`config.mk`:
```
export PLATFORM = sky130hd
export DESIGN_NAME = gir_top
export DESIGN_NICKNAME = d
export VERILOG_FILES = /design/src/logic/gir_pkg.sv /design/src/logic/gir_top.sv /design/src/logic/gir_sticky.sv
export SDC_FILE = /design/constraint.sdc
export NUM_CORES = 1
export LEC_CHECK = 0
export BUFFER_PORTS_ARGS = -buffer_cell sky130_fd_sc_hd__buf_2
export CORE_ASPECT_RATIO = 0.6
export CORE_MARGIN = 2
export CORE_UTILIZATION = 63
export CTS_CLUSTER_SIZE = 28
export DETAILED_ROUTE_END_ITERATION = 7
export PLACE_DENSITY = 0.82
export SYNTH_ARGS = -nofsm -noshare
export SYNTH_HDL_FRONTEND = slang
export SYNTH_SLANG_ARGS = --single-unit
```
`constraint.sdc`:
```
create_clock -name core_clk -period 7.28 [get_ports core_clk]
set_clock_uncertainty 0.05 [all_clocks]
set_input_delay 1.092 -clock core_clk [delete_from_list [all_inputs] [get_ports core_clk]]
set_output_delay 1.092 -clock core_clk [all_outputs]
set_load 0.01 [all_outputs]
```
`src/logic/gir_pkg.sv`:
```
// Purpose: shared constants and types of the graphics interrupt unit
// Assumes: byte-wide indexed registers behind an index/data port pair
// Notes: enhanced ports are 16 bits wide, indexed registers 8 bits wide

package gir_pkg;

   // ==========================================================
   // i/o port addresses
   localparam logic [15:0] GIR_PORT_INDEX = 16'h03D4; // index port
   localparam logic [15:0] GIR_PORT_DATA = 16'h03D5; // data port
   localparam logic [15:0] GIR_PORT_STAT_EN = 16'h42E8; // status/enable
   localparam logic [15:0] GIR_PORT_SUBSYS = 16'h4AE8; // subsystem mode

   // ==========================================================
   // register indices behind the data port
   localparam logic [7:0] GIR_IDX_RETRACE = 8'h11; // retrace control
   localparam logic [7:0] GIR_IDX_GCTL = 8'h32; // global irq control
   localparam logic [7:0] GIR_IDX_STRAP_A = 8'h36; // strap config a
   localparam logic [7:0] GIR_IDX_STRAP_B = 8'h37; // strap config b
   localparam logic [7:0] GIR_IDX_KEY1 = 8'h38; // first lock key
   localparam logic [7:0] GIR_IDX_KEY2 = 8'h39; // second lock key
   localparam logic [7:0] GIR_IDX_SYSCFG = 8'h40; // system config
   localparam logic [7:0] GIR_IDX_STRAP_C = 8'h68; // strap config c
   localparam logic [7:0] GIR_IDX_EXT1_LO = 8'h30; // key1 range start
   localparam logic [7:0] GIR_IDX_EXT1_HI = 8'h3F; // key1 range end
   localparam logic [7:0] GIR_IDX_EXT2_LO = 8'h40; // key2 range start

   // ==========================================================
   // lock key patterns
   localparam logic [7:0] GIR_KEY1_MASK = 8'hCC; // significant bits
   localparam logic [7:0] GIR_KEY1_VAL = 8'h48; // 01xx10xx
   localparam logic [7:0] GIR_KEY2_VAL = 8'hA5; // exact code

   // ==========================================================
   // field positions
   localparam int GIR_GCTL_EN_BIT = 4; // global irq enable
   localparam int GIR_RT_ARM_BIT = 4; // retrace irq arm / clear
   localparam int GIR_RT_DIS_BIT = 5; // retrace irq disable
   localparam int GIR_SUB_EXT_BIT = 0; // extended mode select
   localparam int GIR_SYS_EXT_BIT = 0; // enhanced register access
   localparam int GIR_EN_LSB = 8; // enables in bits 11:8
   localparam int GIR_NSRC = 4; // number of extended sources

   // ==========================================================
   // reset values
   localparam logic [7:0] GIR_RST_BYTE = 8'h00; // indexed registers
   localparam logic [15:0] GIR_RST_WORD = 16'h0000; // enhanced ports

   // extended event sources, msb first in status order
   typedef struct packed {
      logic fifo_empty; // command fifo drained
      logic fifo_overflow; // command fifo overrun
      logic engine_busy; // drawing_engine busy
      logic vretrace; // vertical retrace
   } gir_evt_t;

   // host i/o request, one cycle per access
   typedef struct packed {
      logic [15:0] addr; // i/o address
      logic [15:0] wdata; // write data
      logic wr; // write strobe
      logic rd; // read strobe
   } gir_io_req_t;

endpackage

```
`src/logic/gir_top.sv`:
```
// Purpose: interrupt generation and register unlock gating
// Assumes: host i/o strobes and events synchronous to core_clk
// Notes: read data appears one cycle after the read strobe

`timescale 1ns/1ps

module gir_top
   import gir_pkg::*;
(
   input wire logic core_clk,
   input wire logic rst_n,
   input wire logic bus_is_vlb,
   input wire gir_evt_t evt,
   input wire gir_io_req_t io_req,
   output logic [15:0] io_rdata_q,
   output logic io_rvalid_q,
   output logic irq_pin_q
);

   // ==========================================================
   // access decoding helpers
   function automatic logic key1_open(input logic [7:0] k);
      key1_open = (k & GIR_KEY1_MASK) == GIR_KEY1_VAL;
   endfunction

   // whether an index may be read or written now
   function automatic logic idx_open(input logic [7:0] idx,
                                     input logic [7:0] k1,
                                     input logic [7:0] k2);
      logic k2ok;
      k2ok = (k2 == GIR_KEY2_VAL);
      if (idx == GIR_IDX_RETRACE || idx == GIR_IDX_KEY1 ||
          idx == GIR_IDX_KEY2)
         idx_open = 1'b1;
      else if (idx == GIR_IDX_STRAP_A || idx == GIR_IDX_STRAP_B ||
               idx == GIR_IDX_STRAP_C || idx >= GIR_IDX_EXT2_LO)
         idx_open = k2ok;
      else if (idx >= GIR_IDX_EXT1_LO && idx <= GIR_IDX_EXT1_HI)
         idx_open = key1_open(k1);
      else
         idx_open = 1'b0;
   endfunction

   // ==========================================================
   // register state
   logic [7:0] index_q, index_d; // index port
   logic [7:0] rctl_q, rctl_d; // retrace_control_reg
   logic [7:0] gctl_q, gctl_d; // global_irq_control_reg
   logic [7:0] key1_q, key1_d; // first_lock_key_reg
   logic [7:0] key2_q, key2_d; // second_lock_key_reg
   logic [7:0] syscfg_q, syscfg_d; // system_config_reg
   logic [7:0] strap_a_q, strap_a_d; // strap_config_reg_a
   logic [7:0] strap_b_q, strap_b_d; // strap_config_reg_b
   logic [7:0] strap_c_q, strap_c_d; // strap_config_reg_c
   logic [15:0] mode_q, mode_d; // subsystem_mode_reg
   logic [GIR_NSRC-1:0] en_q, en_d; // irq enables of irq_status_enable_reg
   logic vga_pend_q, vga_pend_d; // compatibility retrace pending
   logic vret_q; // previous retrace level
   logic [15:0] rdata_d; // next read data
   logic pin_d; // next pin level
   logic irq_want; // an interrupt is requested

   // decoded strobes
   logic wr_idx, wr_dat, rd_dat, ext_open, dat_open;
   logic wr_stat, wr_mode, vret_rise;
   logic [GIR_NSRC-1:0] status; // sticky extended status
   logic [GIR_NSRC-1:0] stat_clr; // write-one-to-clear mask

   // ==========================================================
   // decode of host accesses
   always_comb
   begin
      ext_open = syscfg_q[GIR_SYS_EXT_BIT];
      dat_open = idx_open(index_q, key1_q, key2_q);
      wr_idx = io_req.wr && io_req.addr == GIR_PORT_INDEX;
      wr_dat = io_req.wr && io_req.addr == GIR_PORT_DATA && dat_open;
      rd_dat = io_req.addr == GIR_PORT_DATA && dat_open;
      wr_stat = io_req.wr && io_req.addr == GIR_PORT_STAT_EN &&
                ext_open;
      wr_mode = io_req.wr && io_req.addr == GIR_PORT_SUBSYS && ext_open;
      stat_clr = wr_stat ? io_req.wdata[GIR_NSRC-1:0] : '0;
      vret_rise = evt.vretrace && !vret_q;
   end

   // sticky status of the four extended sources
   gir_sticky #(
      .N(GIR_NSRC)
   ) u_gir_sticky (
      .core_clk(core_clk),
      .rst_n(rst_n),
      .ev(evt),
      .clr(stat_clr),
      .status_q(status)
   );

   // ==========================================================
   // next register values, read mux and pin
   always_comb
   begin
      index_d = index_q;
      rctl_d = rctl_q;
      gctl_d = gctl_q;
      key1_d = key1_q;
      key2_d = key2_q;
      syscfg_d = syscfg_q;
      strap_a_d = strap_a_q;
      strap_b_d = strap_b_q;
      strap_c_d = strap_c_q;
      mode_d = mode_q;
      en_d = en_q;
      rdata_d = 16'h0000;
      // index port write
      if (wr_idx)
         index_d = io_req.wdata[7:0];
      // indexed data write, locked indices ignored
      if (wr_dat)
      begin
         case (index_q)
            GIR_IDX_RETRACE: rctl_d = io_req.wdata[7:0];
            GIR_IDX_GCTL: gctl_d = io_req.wdata[7:0];
            GIR_IDX_KEY1: key1_d = io_req.wdata[7:0];
            GIR_IDX_KEY2: key2_d = io_req.wdata[7:0];
            GIR_IDX_SYSCFG: syscfg_d = io_req.wdata[7:0];
            GIR_IDX_STRAP_A: strap_a_d = io_req.wdata[7:0];
            GIR_IDX_STRAP_B: strap_b_d = io_req.wdata[7:0];
            GIR_IDX_STRAP_C: strap_c_d = io_req.wdata[7:0];
            default: index_d = index_d;
         endcase
      end
      // enhanced port writes, enables in the high byte
      if (wr_stat)
         en_d = io_req.wdata[GIR_EN_LSB +: GIR_NSRC];
      if (wr_mode)
         mode_d = io_req.wdata;
      // read mux, locked or unmapped reads return zero
      if (io_req.addr == GIR_PORT_INDEX)
         rdata_d = {8'h00, index_q};
      else if (io_req.addr == GIR_PORT_STAT_EN && ext_open)
         rdata_d = {4'h0, en_q, 4'h0, status};
      else if (io_req.addr == GIR_PORT_SUBSYS && ext_open)
         rdata_d = mode_q;
      else if (rd_dat)
      begin
         case (index_q)
            GIR_IDX_RETRACE: rdata_d = {8'h00, rctl_q};
            GIR_IDX_GCTL: rdata_d = {8'h00, gctl_q};
            GIR_IDX_KEY1: rdata_d = {8'h00, key1_q};
            GIR_IDX_KEY2: rdata_d = {8'h00, key2_q};
            GIR_IDX_SYSCFG: rdata_d = {8'h00, syscfg_q};
            GIR_IDX_STRAP_A: rdata_d = {8'h00, strap_a_q};
            GIR_IDX_STRAP_B: rdata_d = {8'h00, strap_b_q};
            GIR_IDX_STRAP_C: rdata_d = {8'h00, strap_c_q};
            default: rdata_d = 16'h0000;
         endcase
      end
      // compatibility retrace: armed while bit4 set and bit5 clear
      vga_pend_d = vga_pend_q;
      if (vret_rise && rctl_q[GIR_RT_ARM_BIT] && !rctl_q[GIR_RT_DIS_BIT])
         vga_pend_d = 1'b1;
      if (!rctl_d[GIR_RT_ARM_BIT])
         vga_pend_d = 1'b0;
      // source selection by mode, gated by global enable
      if (mode_q[GIR_SUB_EXT_BIT])
         irq_want = |(status & en_q);
      else
         irq_want = vga_pend_q;
      irq_want = irq_want && gctl_q[GIR_GCTL_EN_BIT];
      // polarity from the bus type
      pin_d = bus_is_vlb ? irq_want : !irq_want;
   end

   // register everything
   always_ff @(posedge core_clk or negedge rst_n)
   begin
      if (!rst_n)
      begin
         index_q <= GIR_RST_BYTE;
         rctl_q <= GIR_RST_BYTE;
         gctl_q <= GIR_RST_BYTE;
         key1_q <= GIR_RST_BYTE;
         key2_q <= GIR_RST_BYTE;
         syscfg_q <= GIR_RST_BYTE;
         strap_a_q <= GIR_RST_BYTE;
         strap_b_q <= GIR_RST_BYTE;
         strap_c_q <= GIR_RST_BYTE;
         mode_q <= GIR_RST_WORD;
         en_q <= '0;
         vga_pend_q <= 1'b0;
         vret_q <= 1'b0;
         io_rdata_q <= GIR_RST_WORD;
         io_rvalid_q <= 1'b0;
         irq_pin_q <= 1'b1;
      end
      else
      begin
         index_q <= index_d;
         rctl_q <= rctl_d;
         gctl_q <= gctl_d;
         key1_q <= key1_d;
         key2_q <= key2_d;
         syscfg_q <= syscfg_d;
         strap_a_q <= strap_a_d;
         strap_b_q <= strap_b_d;
         strap_c_q <= strap_c_d;
         mode_q <= mode_d;
         en_q <= en_d;
         vga_pend_q <= vga_pend_d;
         vret_q <= evt.vretrace;
         io_rdata_q <= rdata_d;
         io_rvalid_q <= io_req.rd;
         irq_pin_q <= pin_d;
      end
   end
endmodule

```
`src/logic/gir_sticky.sv`:
```
// Purpose: sticky status bits set on source rising edges
// Assumes: event inputs synchronous to core_clk
// Notes: a set in the same cycle as a clear wins

`timescale 1ns/1ps

module gir_sticky
   import gir_pkg::*;
#(
   parameter int N = GIR_NSRC
)
(
   input wire logic core_clk,
   input wire logic rst_n,
   input wire logic [N-1:0] ev,
   input wire logic [N-1:0] clr,
   output logic [N-1:0] status_q
);

   // ==========================================================
   // state
   logic [N-1:0] ev_q; // previous event level
   logic [N-1:0] status_d; // next status

   // set on rising edge, clear by write-one, set wins
   always_comb
   begin
      status_d = (status_q & ~clr) | (ev & ~ev_q);
   end

   // register state
   always_ff @(posedge core_clk or negedge rst_n)
   begin
      if (!rst_n)
      begin
         ev_q <= '0;
         status_q <= '0;
      end
      else
      begin
         ev_q <= ev;
         status_q <= status_d;
      end
   end

endmodule

```
==> results of run 1 <==
-- power breakdown --
part | leakage, nW | switching [mW] | internal (mW) | total [mW]
Clock | 0.290 | 0.302 | 0.546 | 0.848
Sequential | 1.63 | 0.000608 | 0.664 | 0.665
Combinational | 1.23 | 0.0310 | 0.0125 | 0.0435
Total | 3.15 | 0.334 | 1.22 | 1.56
-- cells in the mapped netlist, types with 3 or more instances --
master and instances:
a211oi_1 4, a211oi_2 3, a21oi_1 11, a22o_1 4
a22oi_1 11, and2_1 7, and3_1 5, and4_1 3
clkbuf_1 19, dfrtp_1 118, inv_1 7, mux2_2 78
mux2_4 9, mux2i_1 16, nand2_1 42, nand3_1 10
nor2_1 17, nor3b_1 4, nor4bb_1 3, o211ai_1 3
o21ai_0 11, o22ai_1 7
-- cells by family after synthesis --
group	Yosys count	share of synthesized area, %
DFF	119	53.64
and+or+nand+nor	117	12.86
muxes	104	21.33
AOI/OAI and AO/OA	68	9.326
buffers and inverters	33	2.681
xor gates and xnor gates	1	0.1577
-- how the worst min path moves through the flow --
stage | from | end | slack (ns) | cells past startpoint
detailed placement | rctl_q[0]$_DFFE_PN0P_ | rctl_q[0]$_DFFE_PN0P_ | 0.40 | 2
global placement | rctl_q[0]$_DFFE_PN0P_ | rctl_q[0]$_DFFE_PN0P_ | 0.39 | 2
finish | rctl_q[0]$_DFFE_PN0P_ | rctl_q[0]$_DFFE_PN0P_ | 0.41 | 2
floorplan | rctl_q[0]$_DFFE_PN0P_ | rctl_q[0]$_DFFE_PN0P_ | 0.38 | 2
CTS | rctl_q[0]$_DFFE_PN0P_ | rctl_q[0]$_DFFE_PN0P_ | 0.41 | 2
global route | mode_q[12]$_DFFE_PN0P_ | io_rdata_q[12]$_DFF_PN0_ | 0.47 | 1
-- layout make-up --
| cell class | count | area share, % |
|---|---|---|
| clock buffer | 20 | 6.896 |
| clock inverter | 12 | 2.337 |
| inverter | 7 | 0.4056 |
| multi-input combinational | 290 | 37.45 |
| sequential | 119 | 45.99 |
| tap | 112 | 2.163 |
| timing repair buffer | 60 | 4.752 |
-- sequential cells by signal, summed over array words and instances, names as in the netlist, 4 cells and up --
name / flops
en_q: 4
gctl_q: 8
index_q: 8
io_rdata_q: 16
key1_q: 8
key2_q: 8
mode_q: 16
rctl_q: 8
strap_a_q: 8
strap_b_q: 8
strap_c_q: 8
syscfg_q: 8
u_gir_sticky.ev_q: 4
u_gir_sticky.status_q: 4
-- cell usage in the layout, fill, tap and decap left out, types with 2 or more instances in the layout --
cell type,n
a21oi_1,11
o22ai_1,7
and2_1,7
nand4bb_1,2
and4_1,3
a211oi_1,4
clkinv_4,2
o2bb2ai_1,2
nand2_1,42
nor4bb_1,3
mux2i_1,16
clkinvlp_4,2
a32o_1,2
nor2b_1,2
nor2_1,17
nand4_1,2
bufinv_16,3
buf_4,3
inv_1,7
and4bb_2,2
a211oi_2,3
mux2_2,78
nor3b_1,4
buf_2,57
a2111oi_4,2
and3_1,5
nor4_4,2
mux2_4,9
a22o_1,4
nand3_1,10
dfrtp_1,118
clkinv_2,4
a31oi_1,2
clkbuf_16,17
o211ai_1,3
clkbuf_1,2
o21ai_0,11
a22oi_1,11
-- metrics by stage --
stage / hold slack, ns / setup WS [ns] / std cells / cell area (um^2)
after floorplan: 0.3815 / 4.054 / 442 / 5554
after global placement: 0.3940 / 3.650 / 588 / 5879
after detailed placement: 0.4024 / 3.573 / 588 / 5879
after CTS: 0.4135 / 4.007 / 620 / 6477
after global routing: 0.4681 / 3.761 / 620 / 6477
final: 0.4140 / 3.871 / 620 / 6477
-- per-layer routing --
layer,GRT usage (%),vias to the layer above,part of all wire [%],routed length (um)
met5,0,-,0,0
met1,45.32,2002,46,6301
met4,8.667,0,1.1,154
li1,-,1732,-,-
met2,42.72,174,44,5959
met3,9.002,17,8.5,1146
-- critical path, stage by stage, from the launching register on --
cell and delay, ns:
dfrtp_1 0.44, nor2_1 0.71, and3_1 0.53, nor2_1 0.26, a211oi_2 0.86, mux2_2 0.43
==> flow_summary_export.csv, run 1 <==
group,metric,value,unit
synth,async_flop_share,100.0,%
cells_and_area,area_growth,16.63,%
die,start_util,65.16,%
pwr,totalPowerFinal,1.556,mW
synth,ys_seq_area_share,53.64,%
placement,gp_congestion,0.8755,
critical_path,r2r_start,"index_q[3]$_DFFE_PN0P_",
critical_path,critPathKind,"reg -> reg",
cells_and_area,num_antenna_cells,0,
drt,dr.first_iter.drc_count,360,
critical_path,cp.required,7.52,ns
sta,slew_headroom,34.15,%
drt,routed_via_density,6.331,
synth,yosys_most_used_dff,"dfrtp_1",
drt,drtAntennaViolNets,0,
clock_network,insertion_delay,0.42,ns
cells_and_area,regArea,0.002979,mm^2
synth,synth_cell_types,60,
cells_and_area,utilization,76.00,%
clock_network,ctsResizeCount,0,
synth,yosysWarnings,0,
drt,wl_per_cell,21.87,um
synth,postSynthAreaPerCell,12.57,um^2
drt,drt_pass1_iterations,5,
critical_path,rr_worst_depth,5,
synth,ys_seq_elements,119,
sta,fin_crit_sh,46.82,%
pwr,ir_worst_vdd,210.6,uV
cells_and_area,multi_input_area,0.002426,mm^2
grt,grt_start_max_net_pins,75,
critical_path,worst-path-max-fanout,11,
critical_path,worstSetupEndpointType,"flop",
pwr,p_per_area,240.2,mW/mm^2
clock_network,cts_root_buffer,"clkbuf_16",
cells_and_area,nets,536,
clock_network,h-tree-depth,4,
clock_network,cts_setup_buffers,0,
pwr,leakage,3.146,nW
clock_network,cts_buffers,17,
die,ios,59,
synth,yosysTopAreaCellShare,53.17,%
drt,drc,0,
clock_network,clock_path_buffers,2,
critical_path,r2r_slack,3.87,ns
drt,via_count,3925,
grt,grt_pass1_wl,21980,um
grt,antenna_found_initial,0,
grt,grt.total_usage,30.14,%
critical_path,endpoint,"strap_c_q[1]$_DFFE_PN0P_",
sta,finalSetupTns,0,ns
placement,numPortBuffers,58,
critical_path,cp-start-kind,"flop",
synth,yosys.area.top_type,"dfrtp_1",
synth,synthesis.area,0.005554,mm^2
critical_path,r2r_end,"strap_c_q[1]$_DFFE_PN0P_",
clock_network,cts.clk_slew.worst_paths,0.06,ns
synth,synth-edff-count,0,
clock_network,clock_sinks,119,
min_path,hold_class,"reg -> reg",
critical_path,arrival,3.65,ns
run_status,status,"finished clean",
sta,worstMarginPinSlew,0.9859,ns
die,die_h,76.73,um
synth,yosys-top-cells-area,"dfrtp_1, mux2_2, mux2i_1",
die,fp.coreArea,0.008523,mm^2
synth,syn_nets,483,
drt,drt-total-wl,13560,um
sta,slew_viol_final,0,
cells_and_area,drive_gt1_share,38.39,%
sta,setup_violations,0,
sta,rsz0062_at_grt,"false",
die,rows,26,
die,die-width,125.2,um
flow_run,drv_cap,0,
placement,dp_hpwl,9382,um
sta,timing.fmax,293.4,MHz
grt,first_global_vias,4010,
clock_network,cts_tree,"done",
synth,postSynthCellCount,442,
die,dieArea,0.009608,mm^2
sta,fin_crit,3.409,ns
grt,grt_overflow_total,0,
sta,hold_violations,0,
critical_path,setup.worst_path.start,"index_q[3]$_DFFE_PN0P_",
cells_and_area,fillerInstances,538,
clock_network,cts.hold.buffers_added,0,
No activity file was read; power rests on OpenSTA's default activity.
==> run 2: changes to the inputs <==
Settings changed: CORE_UTILIZATION 63 to 53, PLACE_DENSITY 0.82 to 0.73.
Clock period 7.28 ns to 3.1 ns, I/O delays scaled along.
==> flow_summary_export.csv, run 2 (same netlist as run 1, synthesis figures left out) <==
group,metric,value,unit
drt,drt-total-wl,13850,um
clock_network,cts_tree,"done",
cells_and_area,fin_cells,661,
placement,pre_cts_slack,0.2488,ns
critical_path,critPathKind,"reg -> reg",
sta,slew_viol_final,0,
cells_and_area,nets,554,
pwr,p_per_area,560.4,mW/mm^2
pwr,ir_worst_vdd,429.8,uV
critical_path,cp_slowest_cell,"mux2_2",
clock_network,clock_sinks,119,
grt,first_global_vias,4144,
critical_path,cp-start-kind,"flop",
clock_network,clock_path_buffers,2,
flow_run,drv_cap,0,
placement,numPortBuffers,58,
drt,drc,0,
grt,antenna_found_initial,0,
cells_and_area,num_antenna_cells,0,
critical_path,cp_cell_sequence,"and4bb_2, a31oi_1, mux2_2, a211oi_2, buf_4, mux2_2",
placement,gp_congestion,0.8289,
sta,setup_violations,0,
clock_network,cts_buffers,17,
die,ios,59,
sta,rsz0062_at_grt,"false",
pwr,p_sw,0.7961,mW
sta,layout_setup_ws,0.4057,ns
grt,grt.total_usage,26.08,%
clock_network,cts.hold.buffers_added,0,
placement,place_inst,629,
critical_path,worstSetupEndpointType,"flop",
die,die_h,83.30,um
sta,worstMarginPinSlew,0.6964,ns
die,rows,28,
clock_network,cts_root_buffer,"clkbuf_16",
grt,grt_overflow_total,0,
cells_and_area,mostFrequentLayoutCells,"dfrtp_1, mux2_2, buf_2",
drt,routed_via_density,6.059,
cells_and_area,layout_commonest_cell,"dfrtp_1",
clock_network,ctsResizeCount,0,
sta,fin_crit,2.694,ns
drt,dr.first_iter.drc_count,341,
pwr,switching_share,21.30,%
cells_and_area,utilization,66.56,%
sta,timing.fmax,371.2,MHz
clock_network,cts_setup_buffers,0,
sta,slew_headroom,53.57,%
placement,dp_hpwl,9896,um
clock_network,h-tree-depth,4,
die,dieArea,0.01134,mm^2
critical_path,arrival,2.94,ns
grt,grt_pass1_wl,22180,um
pwr,clockPowerShare,55.4,%
critical_path,worst-path-max-fanout,11,
drt,drtAntennaViolNets,0,
sta,hold_violations,0,
die,die-width,136.2,um
cells_and_area,reg_top3,"io_rdata_q x16, mode_q x16",
min_path,hold_class,"in -> async",
pwr,combPwrFrac,2.8,%
cells_and_area,area_growth,20.07,%
cells_and_area,drive_gt1_share,40.68,%
sta,fin_crit_sh,86.91,%
critical_path,max_stage_delay,0.47,ns
grt,grt_start_max_net_pins,54,
die,start_util,55.43,%
drt,wl_per_cell,20.96,um
clock_network,insertion_delay,0.41,ns
sta,hold_ws,0.04305,ns
clock_network,cts.clk_slew.worst_paths,0.06,ns
critical_path,critPathMostFrequentCell,"mux2_2",
pwr,sequentialPowerShare,41.7,%
die,fp.coreArea,0.01002,mm^2
sta,finalSetupTns,0,ns
cells_and_area,fillerInstances,736,
pwr,leakage,3.246,nW
drt,drt_pass1_iterations,5,
critical_path,cp.required,3.34,ns
pwr,intPower,2.941,mW
drt,via_count,4005,
run_status,status,"finished clean",
==> run 2: changes by cell type in the layout (fill, tap and decap cells not counted) <==
cell | before | now
buf_4 | 3 | 21
bufinv_16 | 3 | 4
clkbuf_1 | 2 | 1
clkinv_2 | 4 | 2
clkbuf_8 | 1 | 0
clkinvlp_4 | 2 | 3
inv_6 | 1 | 3
==> run 2: per-layer routing <==
layer	share of wire, %	vias to the layer above	global-route usage (%)
met1	47	2066	39.05
met5	0	-	0
met4	1.6	0	9.943
li1	-	1754	-
met2	43	165	35.40
met3	8.3	20	7.570
==> run 2: worst paths after layout <==
kind                                        startpoint                 endpoint  slack, ns  depth (start not counted)
worst max-delay path            index_q[6]$_DFFE_PN0P_  syscfg_q[5]$_DFFE_PN0P_       0.41                          6
worst min-delay path                             rst_n   vga_pend_q$_DFFE_PN0P_       0.04                          1
worst max register to register  index_q[6]$_DFFE_PN0P_  syscfg_q[5]$_DFFE_PN0P_       0.41                          6
worst min register to register   rctl_q[7]$_DFFE_PN0P_    rctl_q[7]$_DFFE_PN0P_       0.42                          2
max in group asynchronous                        rst_n      irq_pin_q$_DFF_PN1_       2.21                          2
min in group core_clk                        io_req[0]    io_rvalid_q$_DFF_PN0_       0.11                          1
==> run 2: layout make-up <==
| type | instances | area, um^2 | share of cell area, % |
|---|---|---|---|
| clock buffers | 18 | 429.2 | 6.435 |
| clock inverters | 14 | 196.4 | 2.946 |
| inverters | 7 | 26.28 | 0.3940 |
| multi-input cells | 290 | 2426 | 36.38 |
| flip-flops and latches | 119 | 2979 | 44.67 |
| well taps | 135 | 168.9 | 2.533 |
| repair buffers | 78 | 442.9 | 6.642 |
==> run 2: power by group through the flow <==
stage	Combinational (mW)	Clock, mW	Sequential, mW
finish	0.105	2.07	1.56
global placement	0.102	0	1.59
CTS	0.106	2.09	1.56
global route	0.117	2.18	1.56
detailed placement	0.106	0	1.59
floorplan	0.0316	0	1.59
==> run 2: through the flow <==
step / cell area [um^2] / total power [mW]
floorplan: 5554 / 1.620
global placement: 6043 / 1.689
detailed placement: 6043 / 1.693
CTS: 6669 / 3.758
global route: 6669 / 3.856
finish: 6669 / 3.737
==> run 2: worst max-delay path: cells and delay by family (launching register included) <==
kind	cells	cell delay, ns
AND/OR/NAND/NOR	1	0.36
AO/OA/AOI/OAI	2	0.61
buffers and inverters	1	0.25
multiplexers	2	0.82
flip-flops	1	0.46
